<file path="src/rtl/sslk_pkg.sv">
// Shared constants for the synchronous serial block link.
// Assumes a 100 MHz system clock on both ends.
package sslk_pkg;
    localparam int WORD_W = 16;
    localparam logic [4:0] WORD_BITS = 5'h10;

    // Host port addresses of the controller end
    localparam logic [15:0] ADDR_CTRL_WR = 16'h7240;
    localparam logic [15:0] ADDR_TX_DATA = 16'h7241;
    localparam logic [15:0] ADDR_STATUS_RD = 16'hF240;
    localparam logic [15:0] ADDR_RX_DATA = 16'hF241;

    // Status bit positions
    localparam int ST_TX_BUSY = 4;
    localparam int ST_TX_ROOM = 3;
    localparam int ST_OVERRUN_N = 2;
    localparam int ST_RX_NONE = 1;
    localparam int ST_INT = 0;

    // Control write values; a zero bit clears the matching flag
    localparam logic [15:0] OVERRUN_CLEAR_VALUE = 16'hFFFB;
    localparam logic [15:0] INT_CLEAR_VALUE = 16'hFFFE;

    // Timing
    localparam int CLK_NS = 10;
    localparam int BIT_NS = 8000;
    localparam int HALF_BIT_CYC = BIT_NS / (2 * CLK_NS);
    localparam int US_CYC = 1000 / CLK_NS;
    localparam int C2P_GAP_US = 2000;
    localparam int P2C_GAP_US = 15000;
    localparam int P2C_GAP_CYC = P2C_GAP_US * US_CYC;
    localparam int RX_WAIT_FACTOR = 2;
    localparam int RX_WAIT_CYC = RX_WAIT_FACTOR * P2C_GAP_CYC;
    localparam int MS_US = 1000;
    localparam int MS_CYC = MS_US * US_CYC;
    localparam int BLK_TIMEOUT_US = 4000;
    localparam int BLK_TIMEOUT_MS = BLK_TIMEOUT_US / MS_US;

    // Block format
    localparam logic [15:0] MAX_LEN_WORD = 16'h0403;
    localparam logic [10:0] MAX_BLOCK_WORDS = 11'h405;
    localparam logic [3:0] ERR_NONE = 4'h0;
    localparam logic [3:0] ERR_LEN_MISMATCH = 4'h1;
    localparam logic [3:0] ERR_EXCESS = 4'h2;
    localparam logic [3:0] ERR_LEN_BIG = 4'hB;

    typedef enum logic [1:0] {
        TX_IDLE = 2'b00,
        TX_SHIFT = 2'b01,
        TX_BLKGAP = 2'b11
    } sslk_tx_t;
endpackage

</file>
<file path="src/rtl/sslk_if.sv">
// Link wires between the controller end and the processor end.
// The controller makes the link clock; each direction has envelope and data.
`timescale 1ns/100ps
interface sslk_if;
    logic link_clk;
    logic c2p_envelope;
    logic c2p_data;
    logic p2c_envelope;
    logic p2c_data;

    modport ctrl (
        output link_clk,
        output c2p_envelope,
        output c2p_data,
        input p2c_envelope,
        input p2c_data
    );

    modport proc (
        input link_clk,
        input c2p_envelope,
        input c2p_data,
        output p2c_envelope,
        output p2c_data
    );
endinterface

</file>
<file path="src/rtl/sslk_fifo.sv">
// Small synchronous FIFO with valid/ready on both sides.
// Single clock; full and empty derived from an occupancy count.
`timescale 1ns/100ps
module sslk_fifo #(
    parameter int WIDTH = 16,
    parameter int DEPTH = 4
) (
    // Clock and reset
    input wire logic clk_in,
    input wire logic reset_in,
    // Fill side
    input wire logic in_valid_in,
    input wire logic [WIDTH-1:0] in_data_in,
    output logic in_ready_out,
    // Drain side
    output logic out_valid_out,
    output logic [WIDTH-1:0] out_data_out,
    input wire logic out_ready_in
);
    localparam int AW = $clog2(DEPTH);
    logic [WIDTH-1:0] mem [DEPTH];
    logic [AW-1:0] wr_ptr_r;
    logic [AW-1:0] rd_ptr_r;
    logic [AW:0] count_r;
    logic push;
    logic pop;

    assign in_ready_out = (count_r != (AW+1)'(DEPTH));
    assign out_valid_out = (count_r != '0);
    assign out_data_out = mem[rd_ptr_r];
    assign push = in_valid_in && in_ready_out;
    assign pop = out_valid_out && out_ready_in;

    always_ff @(posedge clk_in) begin
        if (push) begin
            mem[wr_ptr_r] <= in_data_in;
        end
    end

    always_ff @(posedge clk_in) begin
        if (reset_in) begin
            wr_ptr_r <= '0;
            rd_ptr_r <= '0;
        end else begin
            if (push) begin
                wr_ptr_r <= (wr_ptr_r == AW'(DEPTH-1)) ? '0 : wr_ptr_r + AW'(1);
            end
            if (pop) begin
                rd_ptr_r <= (rd_ptr_r == AW'(DEPTH-1)) ? '0 : rd_ptr_r + AW'(1);
            end
        end
    end

    always_ff @(posedge clk_in) begin
        if (reset_in) begin
            count_r <= '0;
        end else if (push && !pop) begin
            count_r <= count_r + (AW+1)'(1);
        end else if (pop && !push) begin
            count_r <= count_r - (AW+1)'(1);
        end
    end
endmodule

</file>
<file path="src/rtl/sslk_ctrl.sv">
// Controller end of the serial block link: link master and host port.
// Assumes host software paces block gaps and drains receive words in time.
//
// Functional notes
// - Controller drives free-running 125 kHz link clock
// - Envelope high exactly while 16 bits shift
// - Word gap one bit minimum, below block gap
// - Idle at least block gap after block
// - Block ends after about twice sender gap
// - Block gap 2 ms outbound, 15 ms inbound
// - Interrupt after first word of block
// - Host reads first word within 136 us
// - Overflow goes low on unread word, sticky
// - Write FFFB clears overflow, then dummy read
// - Write FFFE clears pending link interrupt
// - Status bit 3 gates transmit word writes
// - Receive bit low means word waiting
// - Block is type, length, then payload
// - Length word above 1027 is error
// - Block complete after 4 ms silence
// - Word count must equal length plus two
// - No acknowledge, correction or checksum
// - Distinct error codes per fault kind
// - Reset: clear buffers, write FFFB, FFFE
// - Processor ends block on 1 ms ticks
// - Truncated word raises controller overflow
`timescale 1ns/100ps
module sslk_ctrl
    import sslk_pkg::*;
#(
    parameter int HALF_BIT = HALF_BIT_CYC,
    parameter int RX_WAIT = RX_WAIT_CYC,
    parameter int FIFO_DEPTH = 4
) (
    // Clock and reset
    input wire logic clk_in,
    input wire logic reset_in,
    // Link
    sslk_if.ctrl link,
    // Host port
    input wire logic [15:0] bus_addr_in,
    input wire logic bus_wr_in,
    input wire logic bus_rd_in,
    input wire logic [15:0] bus_wdata_in,
    output logic [15:0] bus_rdata_out,
    // Link interrupt
    output logic irq_out
);
    logic [15:0] div_r;
    logic lclk_r;
    logic tick;
    logic rise_now;
    logic fall_now;

    // Link clock divider
    assign tick = (div_r == 16'(HALF_BIT - 1));
    assign rise_now = tick && !lclk_r;
    assign fall_now = tick && lclk_r;

    always_ff @(posedge clk_in) begin
        if (reset_in || tick) begin
            div_r <= 16'h0000;
        end else begin
            div_r <= div_r + 16'h0001;
        end
    end

    always_ff @(posedge clk_in) begin
        if (reset_in) begin
            lclk_r <= 1'b0;
        end else if (tick) begin
            lclk_r <= ~lclk_r;
        end
    end

    assign link.link_clk = lclk_r;

    // Host decode
    logic wr_ctrl;
    logic wr_tx;
    logic rd_st;
    logic rd_rx;

    assign wr_ctrl = bus_wr_in && (bus_addr_in == ADDR_CTRL_WR);
    assign wr_tx = bus_wr_in && (bus_addr_in == ADDR_TX_DATA);
    assign rd_st = bus_rd_in && (bus_addr_in == ADDR_STATUS_RD);
    assign rd_rx = bus_rd_in && (bus_addr_in == ADDR_RX_DATA);

    // Transmit path
    logic fifo_room;
    logic fifo_valid;
    logic [WORD_W-1:0] fifo_data;
    logic tx_take;
    sslk_tx_t tx_state_r;
    logic [WORD_W-1:0] tx_sh_r;
    logic [4:0] tx_cnt_r;
    logic tx_env_r;
    logic tx_dat_r;

    // Writes while full are dropped; host must poll the room bit first
    sslk_fifo #(
        .WIDTH(WORD_W),
        .DEPTH(FIFO_DEPTH)
    ) u_tx_fifo (
        .clk_in(clk_in),
        .reset_in(reset_in),
        .in_valid_in(wr_tx),
        .in_data_in(bus_wdata_in),
        .in_ready_out(fifo_room),
        .out_valid_out(fifo_valid),
        .out_data_out(fifo_data),
        .out_ready_in(tx_take)
    );

    assign tx_take = fall_now && (tx_state_r == TX_IDLE) && fifo_valid;

    always_ff @(posedge clk_in) begin
        if (reset_in) begin
            tx_state_r <= TX_IDLE;
        end else if (fall_now) begin
            case (tx_state_r)
                TX_IDLE: begin
                    if (fifo_valid) begin
                        tx_state_r <= TX_SHIFT;
                    end
                end
                TX_SHIFT: begin
                    if (tx_cnt_r == WORD_BITS) begin
                        tx_state_r <= TX_IDLE;
                    end
                end
                default: begin
                    tx_state_r <= TX_IDLE;
                end
            endcase
        end
    end

    always_ff @(posedge clk_in) begin
        if (reset_in) begin
            tx_sh_r <= 16'h0000;
            tx_cnt_r <= 5'h00;
            tx_env_r <= 1'b0;
            tx_dat_r <= 1'b0;
        end else if (fall_now) begin
            if (tx_state_r == TX_IDLE) begin
                tx_env_r <= fifo_valid;
                tx_dat_r <= fifo_valid && fifo_data[WORD_W-1];
                tx_sh_r <= {fifo_data[WORD_W-2:0], 1'b0};
                tx_cnt_r <= 5'h01;
            end else if (tx_cnt_r == WORD_BITS) begin
                tx_env_r <= 1'b0;
                tx_dat_r <= 1'b0;
            end else begin
                tx_dat_r <= tx_sh_r[WORD_W-1];
                tx_sh_r <= {tx_sh_r[WORD_W-2:0], 1'b0};
                tx_cnt_r <= tx_cnt_r + 5'h01;
            end
        end
    end

    assign link.c2p_envelope = tx_env_r;
    assign link.c2p_data = tx_dat_r;

    // Receive path
    logic env_s1;
    logic env_s2;
    logic dat_s1;
    logic dat_s2;
    logic [WORD_W-1:0] rx_sh_r;
    logic [4:0] rx_cnt_r;
    logic word_end;
    logic word_good;
    logic [WORD_W-1:0] rx_data_r;
    logic rx_full_r;
    logic rx_overrun_flag_r;
    logic int_r;
    logic [31:0] idle_cnt_r;
    logic blk_idle_r;

    always_ff @(posedge clk_in) begin
        if (reset_in) begin
            env_s1 <= 1'b0;
            env_s2 <= 1'b0;
            dat_s1 <= 1'b0;
            dat_s2 <= 1'b0;
        end else begin
            env_s1 <= link.p2c_envelope;
            env_s2 <= env_s1;
            dat_s1 <= link.p2c_data;
            dat_s2 <= dat_s1;
        end
    end

    assign word_end = rise_now && !env_s2 && (rx_cnt_r != 5'h00);
    assign word_good = (rx_cnt_r == WORD_BITS);

    always_ff @(posedge clk_in) begin
        if (reset_in) begin
            rx_sh_r <= 16'h0000;
            rx_cnt_r <= 5'h00;
        end else if (rise_now) begin
            if (env_s2) begin
                rx_sh_r <= {rx_sh_r[WORD_W-2:0], dat_s2};
                if (rx_cnt_r != 5'h1F) begin
                    rx_cnt_r <= rx_cnt_r + 5'h01;
                end
            end else begin
                rx_cnt_r <= 5'h00;
            end
        end
    end

    // Holding register; a read frees it, a new word in the same cycle wins
    always_ff @(posedge clk_in) begin
        if (reset_in) begin
            rx_data_r <= 16'h0000;
            rx_full_r <= 1'b0;
        end else if (word_end && word_good && (!rx_full_r || rd_rx)) begin
            rx_data_r <= rx_sh_r;
            rx_full_r <= 1'b1;
        end else if (rd_rx) begin
            rx_full_r <= 1'b0;
        end
    end

    always_ff @(posedge clk_in) begin
        if (reset_in) begin
            rx_overrun_flag_r <= 1'b0;
        end else if (word_end && ((rx_full_r && !rd_rx) || !word_good)) begin
            rx_overrun_flag_r <= 1'b1;
        end else if (wr_ctrl && !bus_wdata_in[ST_OVERRUN_N]) begin
            rx_overrun_flag_r <= 1'b0;
        end
    end

    // Silence timer decides which word opens a block
    always_ff @(posedge clk_in) begin
        if (reset_in) begin
            idle_cnt_r <= 32'h0000_0000;
            blk_idle_r <= 1'b1;
        end else if (env_s2 || (rx_cnt_r != 5'h00)) begin
            idle_cnt_r <= 32'h0000_0000;
            if (word_end) begin
                blk_idle_r <= 1'b0;
            end
        end else if (idle_cnt_r == 32'(RX_WAIT - 1)) begin
            blk_idle_r <= 1'b1;
        end else begin
            idle_cnt_r <= idle_cnt_r + 32'h0000_0001;
        end
    end

    always_ff @(posedge clk_in) begin
        if (reset_in) begin
            int_r <= 1'b0;
        end else if (word_end && blk_idle_r) begin
            int_r <= 1'b1;
        end else if (wr_ctrl && !bus_wdata_in[ST_INT]) begin
            int_r <= 1'b0;
        end
    end

    assign irq_out = int_r;

    // Read data, one cycle after the read strobe
    logic [15:0] status;
    always_comb begin
        status = 16'h0000;
        status[ST_TX_BUSY] = (tx_state_r != TX_IDLE) || fifo_valid;
        status[ST_TX_ROOM] = fifo_room;
        status[ST_OVERRUN_N] = ~rx_overrun_flag_r;
        status[ST_RX_NONE] = ~rx_full_r;
        status[ST_INT] = int_r;
    end

    always_ff @(posedge clk_in) begin
        if (reset_in) begin
            bus_rdata_out <= 16'h0000;
        end else if (rd_st) begin
            bus_rdata_out <= status;
        end else if (rd_rx) begin
            bus_rdata_out <= rx_data_r;
        end else if (bus_rd_in) begin
            bus_rdata_out <= 16'h0000;
        end
    end
endmodule

</file>
<file path="src/flat_wrapper.sv">
// flat-port wrapper written by rule: the top's interface ports become plain ports
module sslk_ctrl_flat import sslk_pkg::*;
#(
    parameter int HALF_BIT = HALF_BIT_CYC,
    parameter int RX_WAIT = RX_WAIT_CYC,
    parameter int FIFO_DEPTH = 4
)
  (clk_in, reset_in, bus_addr_in, bus_wr_in, bus_rd_in, bus_wdata_in, bus_rdata_out, irq_out, link_link_clk, link_c2p_envelope, link_c2p_data, link_p2c_envelope, link_p2c_data);
  sslk_if link_i ();
  input wire logic clk_in;
  input wire logic reset_in;
  input wire logic [15:0] bus_addr_in;
  input wire logic bus_wr_in;
  input wire logic bus_rd_in;
  input wire logic [15:0] bus_wdata_in;
  output logic [15:0] bus_rdata_out;
  output logic irq_out;
  output wire logic [$bits(link_i.link_clk)-1:0] link_link_clk;
  output wire logic [$bits(link_i.c2p_envelope)-1:0] link_c2p_envelope;
  output wire logic [$bits(link_i.c2p_data)-1:0] link_c2p_data;
  input wire logic [$bits(link_i.p2c_envelope)-1:0] link_p2c_envelope;
  input wire logic [$bits(link_i.p2c_data)-1:0] link_p2c_data;
  assign link_link_clk = link_i.link_clk;
  assign link_c2p_envelope = link_i.c2p_envelope;
  assign link_c2p_data = link_i.c2p_data;
  assign link_i.p2c_envelope = link_p2c_envelope;
  assign link_i.p2c_data = link_p2c_data;
  sslk_ctrl #(.HALF_BIT(HALF_BIT), .RX_WAIT(RX_WAIT), .FIFO_DEPTH(FIFO_DEPTH)) u_core (.clk_in(clk_in), .reset_in(reset_in), .link(link_i), .bus_addr_in(bus_addr_in), .bus_wr_in(bus_wr_in), .bus_rd_in(bus_rd_in), .bus_wdata_in(bus_wdata_in), .bus_rdata_out(bus_rdata_out), .irq_out(irq_out));
endmodule
</file>
<file path="config.mk">
export PLATFORM = sky130hd
export DESIGN_NAME = sslk_ctrl_flat
export DESIGN_NICKNAME = d
export VERILOG_FILES = /design/src/rtl/sslk_pkg.sv /design/src/rtl/sslk_if.sv /design/src/rtl/sslk_fifo.sv /design/src/rtl/sslk_ctrl.sv /design/src/flat_wrapper.sv
export SDC_FILE = /design/constraint.sdc
export NUM_CORES = 1
export LEC_CHECK = 0
export BUFFER_PORTS_ARGS = -buffer_cell sky130_fd_sc_hd__buf_2
export CAP_MARGIN = 0
export CORE_MARGIN = 2
export CORE_UTILIZATION = 52
export DETAILED_ROUTE_END_ITERATION = 16
export GPL_ROUTABILITY_DRIVEN = 1
export PLACE_DENSITY = 0.66
export SLEW_MARGIN = 40
export SYNTH_ARGS = -nofsm -noshare
export SYNTH_HDL_FRONTEND = slang
export SYNTH_SLANG_ARGS = --single-unit
</file>
<file path="constraint.sdc">
create_clock -name clk_in -period 6.8 [get_ports clk_in]
set_clock_uncertainty 0.1 [all_clocks]
set_input_delay 0.68 -clock clk_in [delete_from_list [all_inputs] [get_ports clk_in]]
set_output_delay 0.68 -clock clk_in [all_outputs]
set_load 0.01 [all_outputs]
</file>
==> impl_summary.txt <==
----------------------------------------------------
[Critical path]
  Slowest stage cell on the critical path ... sky130_fd_sc_hd__nor3_2
  Crit path buf inv count ... 2
  Endpoint of the worst register-to-register path ... u_core.u_tx_fifo.count_r[2]
  Critical path data required time ... 7.12 ns
  Longest individual stage delay on the worst path ... 0.60 ns
  Crit Path Max Fanout ... 7
  Endpoint class of the critical path ... register
  CP startpoint kind ... input pin
  Arrival time at the worst endpoint ... 3.40 ns
  Number of cell instances on the worst register-to-register path ... 10
  Startpoint-to-endpoint class of the critical path ... input pin to register
  Sequence of cells on the critical path ... buf_2 -> nor4b_1 -> nand4_1 -> nor3_2 -> ha_1 -> inv_1 -> fa_1 -> xor2_1 -> or3_1 -> a21oi_1
  Worst flop-to-flop path startpoint ... u_core.div_r[0]
  Category of cells accounting for the largest share of critical-path delay ... simple AND/OR/NAND/NOR gates
  Minimum setup slack among reg-to-reg paths ... 3.81 ns

[Clock network]
  Clock Root Buffer ... sky130_fd_sc_hd__clkbuf_16
  Clock insertion delay at the later pin of the skew report ... 0.49 ns
  TritonCTS Buffers ... 22
  Total of hold buffers inserted after clock tree synthesis ... 0
  Post-CTS repair timing setup buffer count ... 0
  Sinks on Clock Net ... 206
  Reg clk slew, reported paths ... 0.06 ns
  Count of cells resized by post-cts repair ... 0
  Clock buffer depth ... 3
  CTS tree ... built
  Total number of H-tree levels ... 1

[Yosys]
  Async set-or-reset flop fraction in the synthesized netlist ... 0%
  Most common cell in the netlist ... sky130_fd_sc_hd__dfxtp_1
  Synthesized flop and latch total ... 206
  Post-synth EDFFs ... 64
  Number of warnings reported in the yosys synthesis log ... 0
  Post-synthesis sequential area ratio ... 54.8%
  Count of mapped cells out of synthesis ... 828
  Net count after synthesis ... 880
  Share of Yosys cell area claimed by the top area cell type ... 32.7%
  Netlist cell types ... 62
  Cell taking the most area after synthesis ... sky130_fd_sc_hd__dfxtp_1
  Cell area after synthesis ... 8690 um^2
  Mean area per synthesized cell ... 10.5 um^2
  Leading register cell type out of synthesis ... sky130_fd_sc_hd__dfxtp_1
  Synth top area cells ... sky130_fd_sc_hd__dfxtp_1, sky130_fd_sc_hd__edfxtp_1, sky130_fd_sc_hd__mux4_2
  List of most frequent post-synthesis cells ... sky130_fd_sc_hd__dfxtp_1, sky130_fd_sc_hd__nor2_1, sky130_fd_sc_hd__edfxtp_1

[Layout]
  Count of nets after finishing ... 916
  Layout area overhead ... 12.5%
  Fillcell total ... 1404
  Fraction of layout instances using a drive strength above 1 ... 14.8%
  Finished layout cell area ... 9770 um^2
  Diodes inserted ... 0

[Place]
  Placed cell area ... 9070 um^2
  # port buffers ... 57
  Final estimated routing congestion in global placement ... 0.821
  Final HPWL from detailed placement ... 11.2 mm

[Detailed routing]
  Via density per instance ... 5.61
  Sum of routed wire length over all layers ... 17.0 mm
  Total iterations of the first detailed-routing run ... 5
  Antenna Violating Nets Remaining ... 0
  Vias ... 6170
  Remaining DRCs ... 0
  Routed wire length per instance ... 15.5 um
  Count of routing violations after the opening detailed-route iteration ... 477

[STA]
  Maximum clock rate ... 324 MHz
  Number of hold violations in the final report ... 0
  Slew of the pin with the lowest slew margin ... 0.829 ns
  Number of setup violations in the final report ... 0
  Post-Route Hold Slack ... 0.293 ns
  Worst slew slack as a fraction of its limit ... 44.7%
  Pins over their slew limit ... 0
  Min cycle time layout ... 3.08 ns
  Setup repair after global routing missed its margin ... false
  Total negative slack ... 0 ns
  Final clock period utilization by the worst path ... 45.4%

[Floorplanning]
  Area of the placeable core ... 16500 um^2
  # IOs ... 58
  Die area ... 17800 um^2
  Height of the die ... 133 um
  X dimension of the die ... 133 um
  Initial core utilization ... 52.8%
  Count of standard-cell rows ... 47

[Global route]
  Overall routing resource usage ... 19.3%
  Global-route wire length before repair ... 28.8 mm
  Initial antenna violation count ... 0
  GRT Residual Overflow ... 0
  Pin count of the biggest net entering global routing ... 88
  Number of global-route vias before repair ... 5954

[Outcome]
  Outcome ... completed

[Worst hold path]
  Worst Hold Endpoint ... u_core.dat_s1
  Worst hold path class ... input pin to register
  Cells on Worst Hold Path ... 2
  HP Start ... link_p2c_data

[Power]
  PwrDens ... 251 nW/um^2
  Max VDD drop ... 0.225 mV
  Leakage power of the design ... 0.00323 uW

[Job]
  Max-cap violations ... 0

----------------------------------------------------
## metal layers
layer / track usage, % / vias to the layer above / wire [um]
met1: 26.2 / 2962 / 7690
met3: 3.20 / 21 / 683
met4: 4.31 / 0 / 292
li1: - / 3070 / -
met2: 32.6 / 117 / 8320
met5: 0 / - / 0
## state kept, by name, summed over array words and instances (netlist names), 2 cells and up, named ones only
| name | count |
|---|---|
| u_core.u_tx_fifo.wr_ptr_r | 2 |
| u_core.tx_cnt_r | 5 |
| u_core.tx_sh_r | 15 |
| u_core.idle_cnt_r | 32 |
| u_core.u_tx_fifo.mem | 64 |
| u_core.bus_rdata_out | 16 |
| u_core.rx_data_r | 16 |
| u_core.rx_cnt_r | 5 |
| u_core.u_tx_fifo.count_r | 3 |
| u_core.div_r | 16 |
| u_core.u_tx_fifo.rd_ptr_r | 2 |
| u_core.rx_sh_r | 16 |
## kinds of logic (layout without fill, tap and decap cells)
group,Yosys count,in the layout,synth area share (%)
multiplexers,36,36,6.45
AO/OA/AOI/OAI,146,146,10.0
adder cells (fa/ha/maj),14,14,2.10
AND/OR/NAND/NOR,325,325,20.0
XOR/XNOR,32,32,3.23
flip-flops,206,206,54.8
buffers and inverters,69,120,3.30
## cells in the final DEF, fill, tap and decap left out, types with 14 or more instances in the layout
master / instances
sky130_fd_sc_hd__xnor2_1: 20
sky130_fd_sc_hd__mux2i_1: 20
sky130_fd_sc_hd__a211oi_1: 19
sky130_fd_sc_hd__nor2_1: 80
sky130_fd_sc_hd__nor3_1: 14
sky130_fd_sc_hd__clkbuf_16: 23
sky130_fd_sc_hd__a21oi_1: 63
sky130_fd_sc_hd__buf_2: 57
sky130_fd_sc_hd__edfxtp_1: 64
sky130_fd_sc_hd__o21ai_0: 21
sky130_fd_sc_hd__dfxtp_1: 141
sky130_fd_sc_hd__nand2_1: 63
sky130_fd_sc_hd__inv_1: 19
sky130_fd_sc_hd__mux4_2: 16
sky130_fd_sc_hd__nand2b_1: 15
sky130_fd_sc_hd__or3_1: 15
sky130_fd_sc_hd__nand3_1: 56
## how the worst max path moves through the flow
stage	start	to	slack (ns)	depth (start not counted)
6_report	bus_addr_in[2]	u_core.u_tx_fifo.count_r[2]	3.72	10
3_3_place_gp	bus_addr_in[7]	u_core.u_tx_fifo.count_r[2]	3.42	10
5_1_grt	bus_addr_in[2]	u_core.u_tx_fifo.count_r[2]	3.44	10
4_1_cts	bus_addr_in[2]	u_core.u_tx_fifo.count_r[2]	3.74	10
2_1_floorplan	bus_addr_in[2]	u_core.u_tx_fifo.count_r[2]	3.81	9
3_5_place_dp	bus_addr_in[2]	u_core.u_tx_fifo.count_r[2]	3.23	10
## through the flow
step	worst slack [ns]	power, uW	util [%]	cells
after global routing	3.44	2530	59.3	1099
after CTS	3.74	2490	59.2	1098
after global placement	3.42	1350	55.0	1059
after floorplan	3.81	1330	-	828
final	3.72	2450	59.3	1099
after detailed placement	3.23	1350	55.1	1059
## layout make-up
cell class	instances	area, um^2	share of cell area (%)
flip-flops and latches	206	4770	48.8
multi-input cells	553	3650	37.3
clock buffers	36	646	6.61
repair buffers	61	323	3.30
well taps	220	275	2.82
inverters	20	75.1	0.768
clock inverters	3	40.0	0.410
## power by group
part	switching, uW	leakage (uW)	internal, uW	total [uW]
logic	30.4	0.00117	17.4	47.7
registers	4.51	0.00172	1270	1280
clock network	448	0.000336	683	1130
total	483	0.00323	1970	2450
No activity file was read; power rests on OpenSTA's default activity.
